===== src/verilog/pmic_regs_pkg.sv =====
// constants and types shared by the power-management register bank
package pmic_regs_pkg;
  localparam int DATA_W = 24;
  localparam int ADDR_W = 6;
  localparam int REG_COUNT = 64;
  // serial frame: write bit, 6 address bits, one null bit, 24 data bits
  localparam logic [5:0] HEAD_BITS = 6'h08;
  localparam logic [5:0] FRAME_BITS = 6'h20;
  // register numbers
  localparam logic [5:0] REG_STATUS_FIRST = 6'h00;
  localparam logic [5:0] REG_UNUSED_A = 6'h37;
  localparam logic [5:0] REG_UNUSED_B = 6'h38;
  localparam logic [5:0] REG_CONVENTION = 6'h39;
  // reset values
  localparam logic [23:0] STATUS_RESET = 24'h000000;
  localparam logic [23:0] GENERIC_RESET = 24'h000000;
  localparam logic [3:0] MODIFY_RESET = 4'h0;
  // first status register: reset-source class of each flag
  localparam logic [23:0] EXT_CLASS_MASK = 24'h186F17;
  localparam logic [23:0] RTC_CLASS_MASK = 24'h0000A0;
  localparam logic [23:0] OFF_CLASS_MASK = 24'h011048;
  localparam logic [23:0] STATUS_IMPL_MASK = 24'h197FFF;
  // convention register field positions, four bits each
  localparam int CONV_PIN_LSB = 0;
  localparam int CONV_LATCH_LSB = 4;
  localparam int CONV_SENSE_LSB = 8;
  localparam int CONV_MODIFY_LSB = 12;
  localparam int CONV_WIRED_LSB = 16;
  localparam int CONV_VERSION_LSB = 20;
  localparam logic [3:0] CONV_WIRED = 4'hA;
  // version field value is arbitrary
  localparam logic [3:0] CONV_VERSION = 4'h3;
  typedef enum logic [1:0] {
    FR_IDLE = 2'b00,
    FR_ADDR = 2'b01,
    FR_DATA = 2'b11
  } frame_state_t;
endpackage : pmic_regs_pkg


===== src/verilog/event_flag.sv =====
// one sticky event flag with write-one-to-clear and a reset source
module event_flag (
  input wire logic clk_in,
  input wire logic arst_n_in,
  input wire logic hold_in,
  input wire logic set_in,
  input wire logic clr_in,
  output logic flag_out
);
  // hold keeps the default; an event beats a clear in the same cycle
  always_ff @(posedge clk_in or negedge arst_n_in) begin
    if (!arst_n_in) begin
      flag_out <= 1'b0;
    end else if (hold_in) begin
      flag_out <= 1'b0;
    end else if (set_in) begin
      flag_out <= 1'b1;
    end else if (clr_in) begin
      flag_out <= 1'b0;
    end
  end
endmodule : event_flag


===== src/verilog/pmic_register_bank.sv =====
// register bank with the first interrupt status register and conventions
// Operation
// - 64 registers, 24 bits each
// - read/write stores; read-only ignores writes
// - write one clears a status flag
// - modifiable bits take host or device updates
// - external reset holds its class at default
// - clock power reset holds class until good
// - off-state pulse returns class to default
// - hardwired and strap bits have no reset
// - strap bits load at start, host writable
// - live sense bits follow input, unlatched
// - latched sense bits capture once at start
// - version bits have no fixed default
// - reserved status bits read zero, read-only
// - registers 55 and 56 not implemented
// - conversion and touch flags, external reset
// - bus valid, attach, turn-on, session: off class
// - overvoltage and charger fault: clock reset class
// - charger path flags 8 to 11
// - low battery thresholds at bits 13, 14
// - id factory, float and ground flags
module pmic_register_bank (
  input wire logic clk_in,
  input wire logic rst_n_in,
  input wire logic clock_power_on_reset_n_in,
  input wire logic off_state_reset_n_in,
  input wire logic sclk_in,
  input wire logic cs_in,
  input wire logic mosi_in,
  output logic miso_out,
  input wire logic main_conv_done_flag_in,
  input wire logic second_conv_done_flag_in,
  input wire logic touch_wake_flag_in,
  input wire logic bus_power_valid_flag_in,
  input wire logic id_factory_flag_in,
  input wire logic bus_overvoltage_flag_in,
  input wire logic charger_attach_flag_in,
  input wire logic charger_fault_flag_in,
  input wire logic charge_reverse_flag_in,
  input wire logic charge_short_flag_in,
  input wire logic const_current_voltage_flag_in,
  input wire logic charge_current_low_flag_in,
  input wire logic battery_turn_on_flag_in,
  input wire logic low_battery_lower_flag_in,
  input wire logic low_battery_upper_flag_in,
  input wire logic b_session_valid_flag_in,
  input wire logic id_floating_flag_in,
  input wire logic id_grounded_flag_in,
  input wire logic start_pulse_in,
  input wire logic [3:0] mode_pins_in,
  input wire logic [3:0] startup_sense_in,
  input wire logic [3:0] live_sense_in,
  input wire logic dev_update_in,
  input wire logic [3:0] dev_value_in,
  output logic [pmic_regs_pkg::DATA_W-1:0] status_first_out,
  output logic [3:0] rw_device_modifiable_out
);
  import pmic_regs_pkg::*;
  logic wr_stb;
  logic [ADDR_W-1:0] addr;
  logic [DATA_W-1:0] wdata;
  logic [DATA_W-1:0] rd_data;
  logic [DATA_W-1:0] mem_q [REG_COUNT];
  logic [3:0] pin_cfg_q;
  logic [3:0] latch_sense_q;

  serial_frame u_frame (
    .clk_in(clk_in),
    .rst_n_in(rst_n_in),
    .sclk_in(sclk_in),
    .cs_in(cs_in),
    .mosi_in(mosi_in),
    .rd_data_in(rd_data),
    .miso_out(miso_out),
    .wr_stb_out(wr_stb),
    .addr_out(addr),
    .wr_data_out(wdata)
  );

  // events in status bit order; reserved positions carry no event
  wire [DATA_W-1:0] ev = {
    3'h0, id_grounded_flag_in, id_floating_flag_in,
    2'h0, b_session_valid_flag_in, 1'h0,
    low_battery_upper_flag_in, low_battery_lower_flag_in,
    battery_turn_on_flag_in, charge_current_low_flag_in,
    const_current_voltage_flag_in, charge_short_flag_in,
    charge_reverse_flag_in, charger_fault_flag_in,
    charger_attach_flag_in, bus_overvoltage_flag_in,
    id_factory_flag_in, bus_power_valid_flag_in,
    touch_wake_flag_in, second_conv_done_flag_in,
    main_conv_done_flag_in
  };

  // address decode
  wire hit_status = addr == REG_STATUS_FIRST;
  wire hit_conv = addr == REG_CONVENTION;
  wire hit_unused = addr == REG_UNUSED_A || addr == REG_UNUSED_B;
  // writes come only from complete frames, so a cut frame changes nothing
  wire gen_wr = wr_stb && !hit_status && !hit_conv && !hit_unused;
  wire conv_wr = wr_stb && hit_conv;
  // only ones in the write word clear; zeros leave flags alone
  wire [DATA_W-1:0] clr_vec = (wr_stb && hit_status) ? wdata
                                                     : 24'h000000;
  wire [DATA_W-1:0] rtc_hold =
    {DATA_W{~clock_power_on_reset_n_in}} & RTC_CLASS_MASK;
  wire [DATA_W-1:0] off_hold =
    {DATA_W{~off_state_reset_n_in}} & OFF_CLASS_MASK;
  // a held class ignores its events; the hold is sampled, not asynchronous
  wire [DATA_W-1:0] hold_vec = rtc_hold | off_hold;

  // one flag cell per implemented status bit; reserved bits read zero
  // only the external class uses the pin as an asynchronous reset
  for (genvar i = 0; i < DATA_W; i++) begin : g_flag
    if (STATUS_IMPL_MASK[i]) begin : g_impl
      event_flag u_flag (
        .clk_in(clk_in),
        .arst_n_in(EXT_CLASS_MASK[i] ? rst_n_in : 1'b1),
        .hold_in(hold_vec[i]),
        .set_in(ev[i]),
        .clr_in(clr_vec[i]),
        .flag_out(status_first_out[i])
      );
    end else begin : g_rsvd
      assign status_first_out[i] = 1'b0;
    end
  end

  // plain read/write storage for every other implemented register
  // status, convention and hole slots waste storage to keep the map flat
  always_ff @(posedge clk_in or negedge rst_n_in) begin
    if (!rst_n_in) begin
      for (int r = 0; r < REG_COUNT; r++) mem_q[r] <= GENERIC_RESET;
    end else if (gen_wr) begin
      mem_q[addr] <= wdata;
    end
  end

  // strap bits: no reset, loaded at start, then host may change them
  always_ff @(posedge clk_in) begin
    if (start_pulse_in) pin_cfg_q <= mode_pins_in;
    else if (conv_wr) pin_cfg_q <= wdata[CONV_PIN_LSB +: 4];
  end

  // startup sense capture; writes from the host never reach it
  always_ff @(posedge clk_in) begin
    if (start_pulse_in) latch_sense_q <= startup_sense_in;
  end

  // check helper: latched fields stay unknown until a first start pulse
  logic start_seen_q;
  always_ff @(posedge clk_in or negedge rst_n_in) begin
    if (!rst_n_in) begin
      start_seen_q <= 1'b0;
    end else if (start_pulse_in) begin
      start_seen_q <= 1'b1;
    end
  end

  // device update wins over a host write in the same cycle
  always_ff @(posedge clk_in or negedge rst_n_in) begin
    if (!rst_n_in) begin
      rw_device_modifiable_out <= MODIFY_RESET;
    end else if (dev_update_in) begin
      rw_device_modifiable_out <= dev_value_in;
    end else if (conv_wr) begin
      rw_device_modifiable_out <= wdata[CONV_MODIFY_LSB +: 4];
    end
  end

  // convention register image; version field is not a fixed default
  wire [DATA_W-1:0] conv_rd = {
    CONV_VERSION,
    CONV_WIRED,
    rw_device_modifiable_out,
    live_sense_in,
    latch_sense_q,
    pin_cfg_q
  };

  // read selection; unimplemented registers answer zero
  // the frame takes its snapshot one clock after the address arrives
  assign rd_data = hit_status ? status_first_out :
                   hit_conv ? conv_rd :
                   hit_unused ? 24'h000000 : mem_q[addr];
endmodule : pmic_register_bank


===== src/verilog/serial_frame.sv =====
// serial control bus slave: 32-bit frames, read data in the same frame
module serial_frame (
  input wire logic clk_in,
  input wire logic rst_n_in,
  input wire logic sclk_in,
  input wire logic cs_in,
  input wire logic mosi_in,
  input wire logic [pmic_regs_pkg::DATA_W-1:0] rd_data_in,
  output logic miso_out,
  output logic wr_stb_out,
  output logic [pmic_regs_pkg::ADDR_W-1:0] addr_out,
  output logic [pmic_regs_pkg::DATA_W-1:0] wr_data_out
);
  import pmic_regs_pkg::*;
  frame_state_t state_q, state_d;
  logic sclk_prev_q;
  logic [5:0] cnt_q;
  logic [23:0] out_q;
  logic rw_q;
  logic load_q;
  wire rise = sclk_in & ~sclk_prev_q;
  wire fall = ~sclk_in & sclk_prev_q;
  wire head_done = (state_q == FR_ADDR) && (state_d == FR_DATA);
  // a write lands only for a complete frame, never a cut one
  wire commit = (state_q == FR_DATA) && !cs_in && (cnt_q == FRAME_BITS);

  always_comb begin
    state_d = state_q;
    case (state_q)
      FR_IDLE: if (cs_in) state_d = FR_ADDR;
      FR_ADDR: begin
        if (!cs_in) state_d = FR_IDLE;
        else if (cnt_q == HEAD_BITS) state_d = FR_DATA;
      end
      FR_DATA: if (!cs_in) state_d = FR_IDLE;
      default: state_d = FR_IDLE;
    endcase
  end

  // frame state, bit count and edge history
  always_ff @(posedge clk_in or negedge rst_n_in) begin
    if (!rst_n_in) begin
      state_q <= FR_IDLE;
      sclk_prev_q <= 1'b0;
      cnt_q <= 6'h00;
    end else begin
      state_q <= state_d;
      sclk_prev_q <= sclk_in;
      if (state_q == FR_IDLE) cnt_q <= 6'h00;
      else if (rise && cnt_q != FRAME_BITS) cnt_q <= cnt_q + 6'h01;
    end
  end

  // the last 24 bits shifted in are the write data
  always_ff @(posedge clk_in or negedge rst_n_in) begin
    if (!rst_n_in) begin
      wr_data_out <= 24'h000000;
      addr_out <= 6'h00;
      rw_q <= 1'b0;
      load_q <= 1'b0;
    end else begin
      if (rise && state_q != FR_IDLE) begin
        wr_data_out <= {wr_data_out[22:0], mosi_in};
      end
      if (head_done) begin
        rw_q <= wr_data_out[7];
        addr_out <= wr_data_out[6:1];
      end
      load_q <= head_done;
    end
  end

  // read word is fetched one cycle after the address, before any fall
  always_ff @(posedge clk_in or negedge rst_n_in) begin
    if (!rst_n_in) begin
      out_q <= 24'h000000;
      miso_out <= 1'b0;
      wr_stb_out <= 1'b0;
    end else begin
      if (load_q) out_q <= rd_data_in;
      else if (fall && state_q == FR_DATA) out_q <= {out_q[22:0], 1'b0};
      if (state_q == FR_IDLE) miso_out <= 1'b0;
      else if (fall && state_q == FR_DATA && !load_q) miso_out <= out_q[23];
      wr_stb_out <= commit && rw_q;
    end
  end
endmodule : serial_frame

===== config.mk =====
export PLATFORM = sky130hd
export DESIGN_NAME = pmic_register_bank
export DESIGN_NICKNAME = d
export VERILOG_FILES = /design/src/verilog/pmic_regs_pkg.sv /design/src/verilog/event_flag.sv /design/src/verilog/pmic_register_bank.sv /design/src/verilog/serial_frame.sv
export SDC_FILE = /design/constraint.sdc
export NUM_CORES = 2
export LEC_CHECK = 0
export BUFFER_PORTS_ARGS = -buffer_cell sky130_fd_sc_hd__buf_4
export CORE_MARGIN = 5
export CORE_UTILIZATION = 50
export DETAILED_ROUTE_END_ITERATION = 8
export HOLD_SLACK_MARGIN = 0.05
export PLACE_DENSITY = 0.7
export SLEW_MARGIN = 20
export SYNTH_ARGS = -nofsm -noshare
export SYNTH_HDL_FRONTEND = slang
export SYNTH_SLANG_ARGS = --single-unit

===== constraint.sdc =====
create_clock -name clk_in -period 6.4 [get_ports clk_in]
set_input_delay 0.96 -clock clk_in [delete_from_list [all_inputs] [get_ports clk_in]]
set_output_delay 0.96 -clock clk_in [all_outputs]
set_load 0.005 [all_outputs]

### After elaboration in Yosys (flattened, before gate mapping)

Cells that the tools add are included.

* register bits: 1633
* input port bits: 43
* output and inout port bits: 29
* word-level logic and storage cells: 234

* $add $sub $neg: 1
* order comparisons: 2
* eq/ne operators: 9
* muxes and demuxes: 73
* bitwise gates (word level): 8
* reduce and logical (&&, ||, !) cells: 46

Operators by type and width (number)
* $bwmux 1536: 1
* $mux 24: 8
* $bmux 24 s6: 1
* $demux 24 s6: 1
* $mux 1: 50
* $reduce_bool 3->1: 12
* $eq 6x6->1 const B: 4
* $reduce_bool 2->1: 12
* $mux 21: 1
* $or 8x17->17: 1
* $mux 4: 4
* $logic_and 1x1->1: 14
* $mux 6: 2
* $mux 2: 4
* $ge 7x7->1 const B: 1
* $lt 7x1->1 const B: 1
* $not 6->7: 1
* $add 6x1->6 const B: 1
* $eq 6x4->1 const B: 1
* $logic_not 6->1: 1
* $ne 6x6->1 const B: 1
* $pmux 2 s3: 1
* $logic_not 1->1: 5
* $eq 2x2->1 const B: 2
* 5 further kinds: 9

### Longest topological paths before layout

* word-level depth: 8
* depth in mapped cells: 11
* gate-level depth less buffers: 7

### Modules after synthesis

From an unflattened synthesis, not the netlist that was laid out.

* cell total of the unflattened synthesis: 4863
* area, all modules: 73694.4 µm²

By module, submodules not included
* pmic_register_bank: instances 1, cells an instance 4557, area an instance 70039.7 µm², sequential area each 38777.2 µm²
* serial_frame: instances 1, cells an instance 234, area an instance 2866.5 µm², sequential area each 1676.6 µm²
* event_flag: instances 18, cells an instance 4, area an instance 43.8 µm², sequential area each 25.0 µm²

### Worst setup path before layout

OpenSTA, ideal clock, no wires.

* kind: input-to-reg
* from: input sclk_in
* to: register u_frame.out_q[15]
* library setup time: 0.131 ns
* arrival: 2.433 ns
* data required time: 6.269 ns
* setup slack: 3.836 ns
* cell stages on the path: 8
* path buffers: 3
* path through: nand4b_1 -> clkbuf_1 -> buf_2 -> buf_2 -> mux2i_1 -> nor2_1 -> a31oi_1 -> o21ai_1

* cells in the longest elaborated chain, start to end: 4

Ends and longest elaborated chain
* start: declaration: RTL line pmic_register_bank.sv:28 `input wire logic sclk_in,`
* $not 1->1: RTL line serial_frame.sv:22 `wire fall = ~sclk_in & sclk_prev_q;`
* $and 1x1->1: RTL line serial_frame.sv:22
* $logic_and 1x1->1: RTL line serial_frame.sv:81 `else if (fall && state_q == FR_DATA) out_q <= {out_q[22:0], 1'b0};`
* $reduce_bool 2->1 (no source line)
* end signal: assignment: RTL line serial_frame.sv:80 `if (load_q) out_q <= rd_data_in;`
* end signal: assignment: RTL line serial_frame.sv:81
* end: declaration: RTL line serial_frame.sv:18 `logic [23:0] out_q;`

No other way between the ends.
A chain may end at the register's enable or synchronous reset.

### Worst setup path after layout

* from: register u_frame.addr_out[1] in the netlist's numbering
* to: register u_frame.out_q[13]

* cells in the longest elaborated chain, start to end: 8
* elaborated cells between the ends (all ways): 13
* those cells by class: 3 x eq/ne; 7 x mux; 1 x bitwise; 2 x reduce/logical

Ends and longest elaborated chain
* start: declaration: RTL line serial_frame.sv:11 `output logic [pmic_regs_pkg::ADDR_W-1:0] addr_out,`
* start signal: assignment: RTL line serial_frame.sv:67 `addr_out <= wr_data_out[6:1];`
* $not 6->7 (not written as such): RTL line pmic_register_bank.sv:185 `hit_unused ? 24'h000000 : mem_q[addr];`
* $bmux 24 s6: RTL line pmic_register_bank.sv:185
* $mux 24 (not written as such) (2 in a row): RTL line pmic_register_bank.sv:185
* $mux 24: RTL line pmic_register_bank.sv:185
* $mux 24: RTL line pmic_register_bank.sv:184 `hit_conv ? conv_rd :`
* $mux 24 *: RTL line pmic_register_bank.sv:183 `assign rd_data = hit_status ? status_first_out :`
* $mux 24 *: RTL line serial_frame.sv:80

Every way passes the cells marked *; elsewhere a longest branch is shown, timed or not. The select of a mux whose other input is x is not followed.

==> results.txt <==
----------------------------------------------------
[Status]
  Result of the run ... finished clean

[Worst setup path]
  Endpoint kind of the worst setup timing path ... flip-flop
  CP Data Required Time ... 7.12 ns
  Cell with the largest stage delay on the worst path ... buf_4
  CP arrival ... 5.29 ns
  Reg2Reg Launch Point ... u_frame.addr_out[1]
  CP max stage delay ... 0.97 ns
  R2R cell count ... 6
  Reg2Reg Capture Point ... u_frame.out_q[13]
  Crit path kind ... reg2reg
  Element type at the critical path start ... flip-flop
  Combined buffer and inverter count along the critical path ... 1
  Top cell family by delay on the critical path ... simple AND/OR/NAND/NOR gates
  Biggest fanout along the worst timing path ... 53
  Register-to-register path setup slack ... 1.83 ns
  Cell chain of the critical path ... nor2_4 > buf_4 > and2_1 > mux2i_1 > o22ai_1 > a21o_1

[GRT]
  Vias in the first global route ... 48.8k
  First-pass GRT wire length ... 348000 microns
  Total routing usage reported by global routing ... 30.1%
  Overflow left after global routing ... 0
  Antenna violations before repair ... 14
  Maximum number of pins on one net before global-route repair ... 170

[Power and ir drop]
  Power per Cell Area ... 278 nW/um^2
  Leakage Power ... 40.1 nW
  Peak supply drop ... 0.235 mV

[Synth]
  Dominant synthesized flop cell ... dfrtp_1
  Netlist area before placement ... 74900 sq um
  Mapped Avg Cell Area ... 13.7 sq um
  EDFF count, synth ... 8
  Synth async-reset ratio ... 99.1%
  Sequential-to-total area share from yosys stat ... 54.6%
  Post-Synthesis Cells ... 5479
  Synth warnings ... 0
  Synthesized flop and latch total ... 1633
  Number of distinct library cells after synthesis ... 85

[Timing]
  TNS Setup ... 0 ns
  Setup Viol. Count Final ... 0
  Min Clock Period, post-route ... 4.57 ns
  Clock tree skew after final layout ... 0.0310 ns
  Final Worst Setup Slack ... 1.83 ns
  Fin. max-slew vios ... 0
  Highest Clock Rate ... 219 MHz
  Number of hold violations in the final report ... 0
  WHS ... 0.0758 ns
  Actual transition at the worst max-transition pin ... 1.25 ns
  Remaining max-slew budget at the tightest pin ... 15.6%
  Period Utilization, post-route ... 71.4%
  RSZ-0062 raised after global routing ... no

[Route]
  DRC viols ... 0
  Detailed-route wire length per cell ... 32.2 microns
  Vias per cell ... 6.54
  Overall via count from detail_route ... 48.3k
  Total iterations of the first detailed-routing run ... 6
  Violation count after the first detailed-route iteration ... 4895
  Routed Antenna Nets ... 0
  Total length of routed wires ... 237000 microns

[Clock tree]
  Clock buffers created by TritonCTS ... 171
  Number of H-tree levels ... 4
  CTS tree ... built
  Insertion delay to the later sink of the worst-skew pair ... 0.83 ns
  Clock-pin transition on the worst setup and hold timing paths ... 0.07 ns
  Count of instances resized after the clock tree is built ... 0
  Count of hold buffers inserted by post-cts repair ... 0
  CTS max path bufs ... 3
  Post-CTS setup buffer count ... 0
  Clock tree root driver cell ... clkbuf_16
  Number of sinks handled by clock tree synthesis ... 1633

[Min path]
  Hold WC Path Type ... in2async

[Placement]
  Buffers added on ports ... 65
  Global placement routability congestion ... 0.994
  Pre-CTS WS ... 2.03 ns
  HPWL after detailed placement ... 143000 microns

[Floorplanning]
  Placement row count ... 142
  Placeable core area ... 149000 sq um
  Die Span Y ... 397 microns
  Count of pins on the block boundary ... 72
  Overall die width ... 397 microns
  Die Area ... 158000 sq um
  Initial Util ... 50.1%

[Finish]
  Area overhead of the layout relative to synthesis ... 9.27%
  Final #Nets ... 5258
  Proportion of layout cells with a drive suffix above 1 ... 41.3%

[Job]
  Max_cap viols ... 0

----------------------------------------------------
## sequential cells by signal (all words and copies together), names as in the netlist
name	flops
u_frame.sclk_prev_q	1
u_frame.wr_data_out	24
u_frame.state_q	2
u_frame.load_q	1
u_frame.addr_out	6
u_frame.out_q	24
u_frame.cnt_q	6
g_flag.g_impl.u_flag.flag_out	18
mem_q	1536
pin_cfg_q	4
latch_sense_q	4
u_frame.wr_stb_out	1
u_frame.rw_q	1
u_frame.miso_out	1
rw_device_modifiable_out	4
## layer usage
layer | vias to the layer above | global-route usage (%) | share of wire, %
met2 | 2259 | 44.5 | 44
met3 | 581 | 8.27 | 9.7
li1 | 19596 | - | -
met5 | - | 0 | 0.0046
met1 | 25828 | 41.1 | 41
met4 | 2 | 14.7 | 5.5
## cells in the mapped netlist (19+ instances only)
cell / count / area [sq um]
dfrtp_1: 1619 / 40500
mux2_2: 1522 / 17100
clkbuf_1: 340 / 1280
mux2i_1: 279 / 2790
nand2_1: 178 / 668
a221oi_1: 151 / 1320
buf_2: 150 / 751
a22oi_1: 132 / 991
buf_4: 128 / 961
nor2_1: 100 / 375
o22ai_1: 94 / 588
o21ai_0: 92 / 460
mux4_2: 86 / 1940
a21oi_1: 79 / 395
mux2_1: 45 / 507
o2bb2ai_1: 45 / 394
buf_6: 26 / 293
o221ai_1: 23 / 201
nand2b_1: 22 / 138
a221o_1: 21 / 210
o22a_1: 20 / 175
nor2_4: 19 / 214
## cell type report
type | instances | area, sq um
diodes | 11 | 27.5
clock buffers | 259 | 5020
clock inverters | 56 | 627
fillers | 12182 | 67600
inverters | 17 | 68.8
multi-input cells | 3175 | 30800
flip-flops and latches | 1633 | 40900
well taps | 2016 | 2520
repair buffers | 215 | 1880
## power breakdown
group	total, mW	internal (mW)	switching [mW]	leakage (nW)
clock	10.0	5.77	4.26	2.77
combinational	2.15	0.444	1.71	14.8
sequential	10.6	10.4	0.170	22.6
total	22.7	16.6	6.14	40.1
## through the flow
| step | cells | util (%) | power (mW) | area (sq um) |
|---|---|---|---|---|
| 6_report | 7382 | 54.8 | 22.7 | 81800 |
| 5_1_grt | 7371 | 54.7 | 23.3 | 81800 |
| 4_1_cts | 7369 | 54.7 | 22.8 | 81800 |
| 3_5_place_dp | 7054 | 50.9 | 12.8 | 76100 |
| 3_3_place_gp | 7054 | 50.9 | 12.8 | 76100 |
| 2_1_floorplan | 5484 | - | 11.7 | 74900 |
## logic make-up after synthesis
group,share of synthesized area [%]
and+or+nand+nor,3.11
adders and majority gates,0.0334
DFF,54.6
xor gates and xnor gates,0.0585
muxes,29.9
buffers and inverters,4.56
AOI/OAI and AO/OA,7.76
other,0.00501
## placed cells by master (no fill, tap or decap), drive strengths merged, types with 21 or more instances in the layout
master	netlist	routed
a21oi	79	79
dfrtp	1619	1619
inv	17	28
clkinv	0	31
a221oi	151	151
mux2i	279	279
a22oi	132	132
nand2b	22	22
buf	319	215
nor2	135	135
mux4	86	86
nand2	187	187
o21ai	95	95
clkbuf	340	259
a221o	21	21
o2bb2ai	45	45
mux2	1568	1568
o22ai	94	94
o221ai	23	23
## worst reg2reg max path, cell delays in order, from the launching register on
cell     delay [ns]
dfrtp_4        0.76
nor2_4         0.74
buf_4          0.98
and2_1         0.98
mux2i_1        0.69
o22ai_1        0.16
a21o_1         0.18
## worst max path at each step
stage	to	slack (ns)	depth (start not counted)	startpoint
floorplan	u_frame.out_q[15]	3.84	8	sclk_in
CTS	u_frame.out_q[13]	2.01	6	u_frame.addr_out[1]
global route	u_frame.out_q[13]	1.94	6	u_frame.addr_out[1]
detailed placement	u_frame.out_q[13]	2.03	6	u_frame.addr_out[1]
finish	u_frame.out_q[13]	1.83	6	u_frame.addr_out[1]
global placement	u_frame.out_q[13]	2.09	6	u_frame.addr_out[1]
Note: power is estimated with default switching activity, not from simulation.
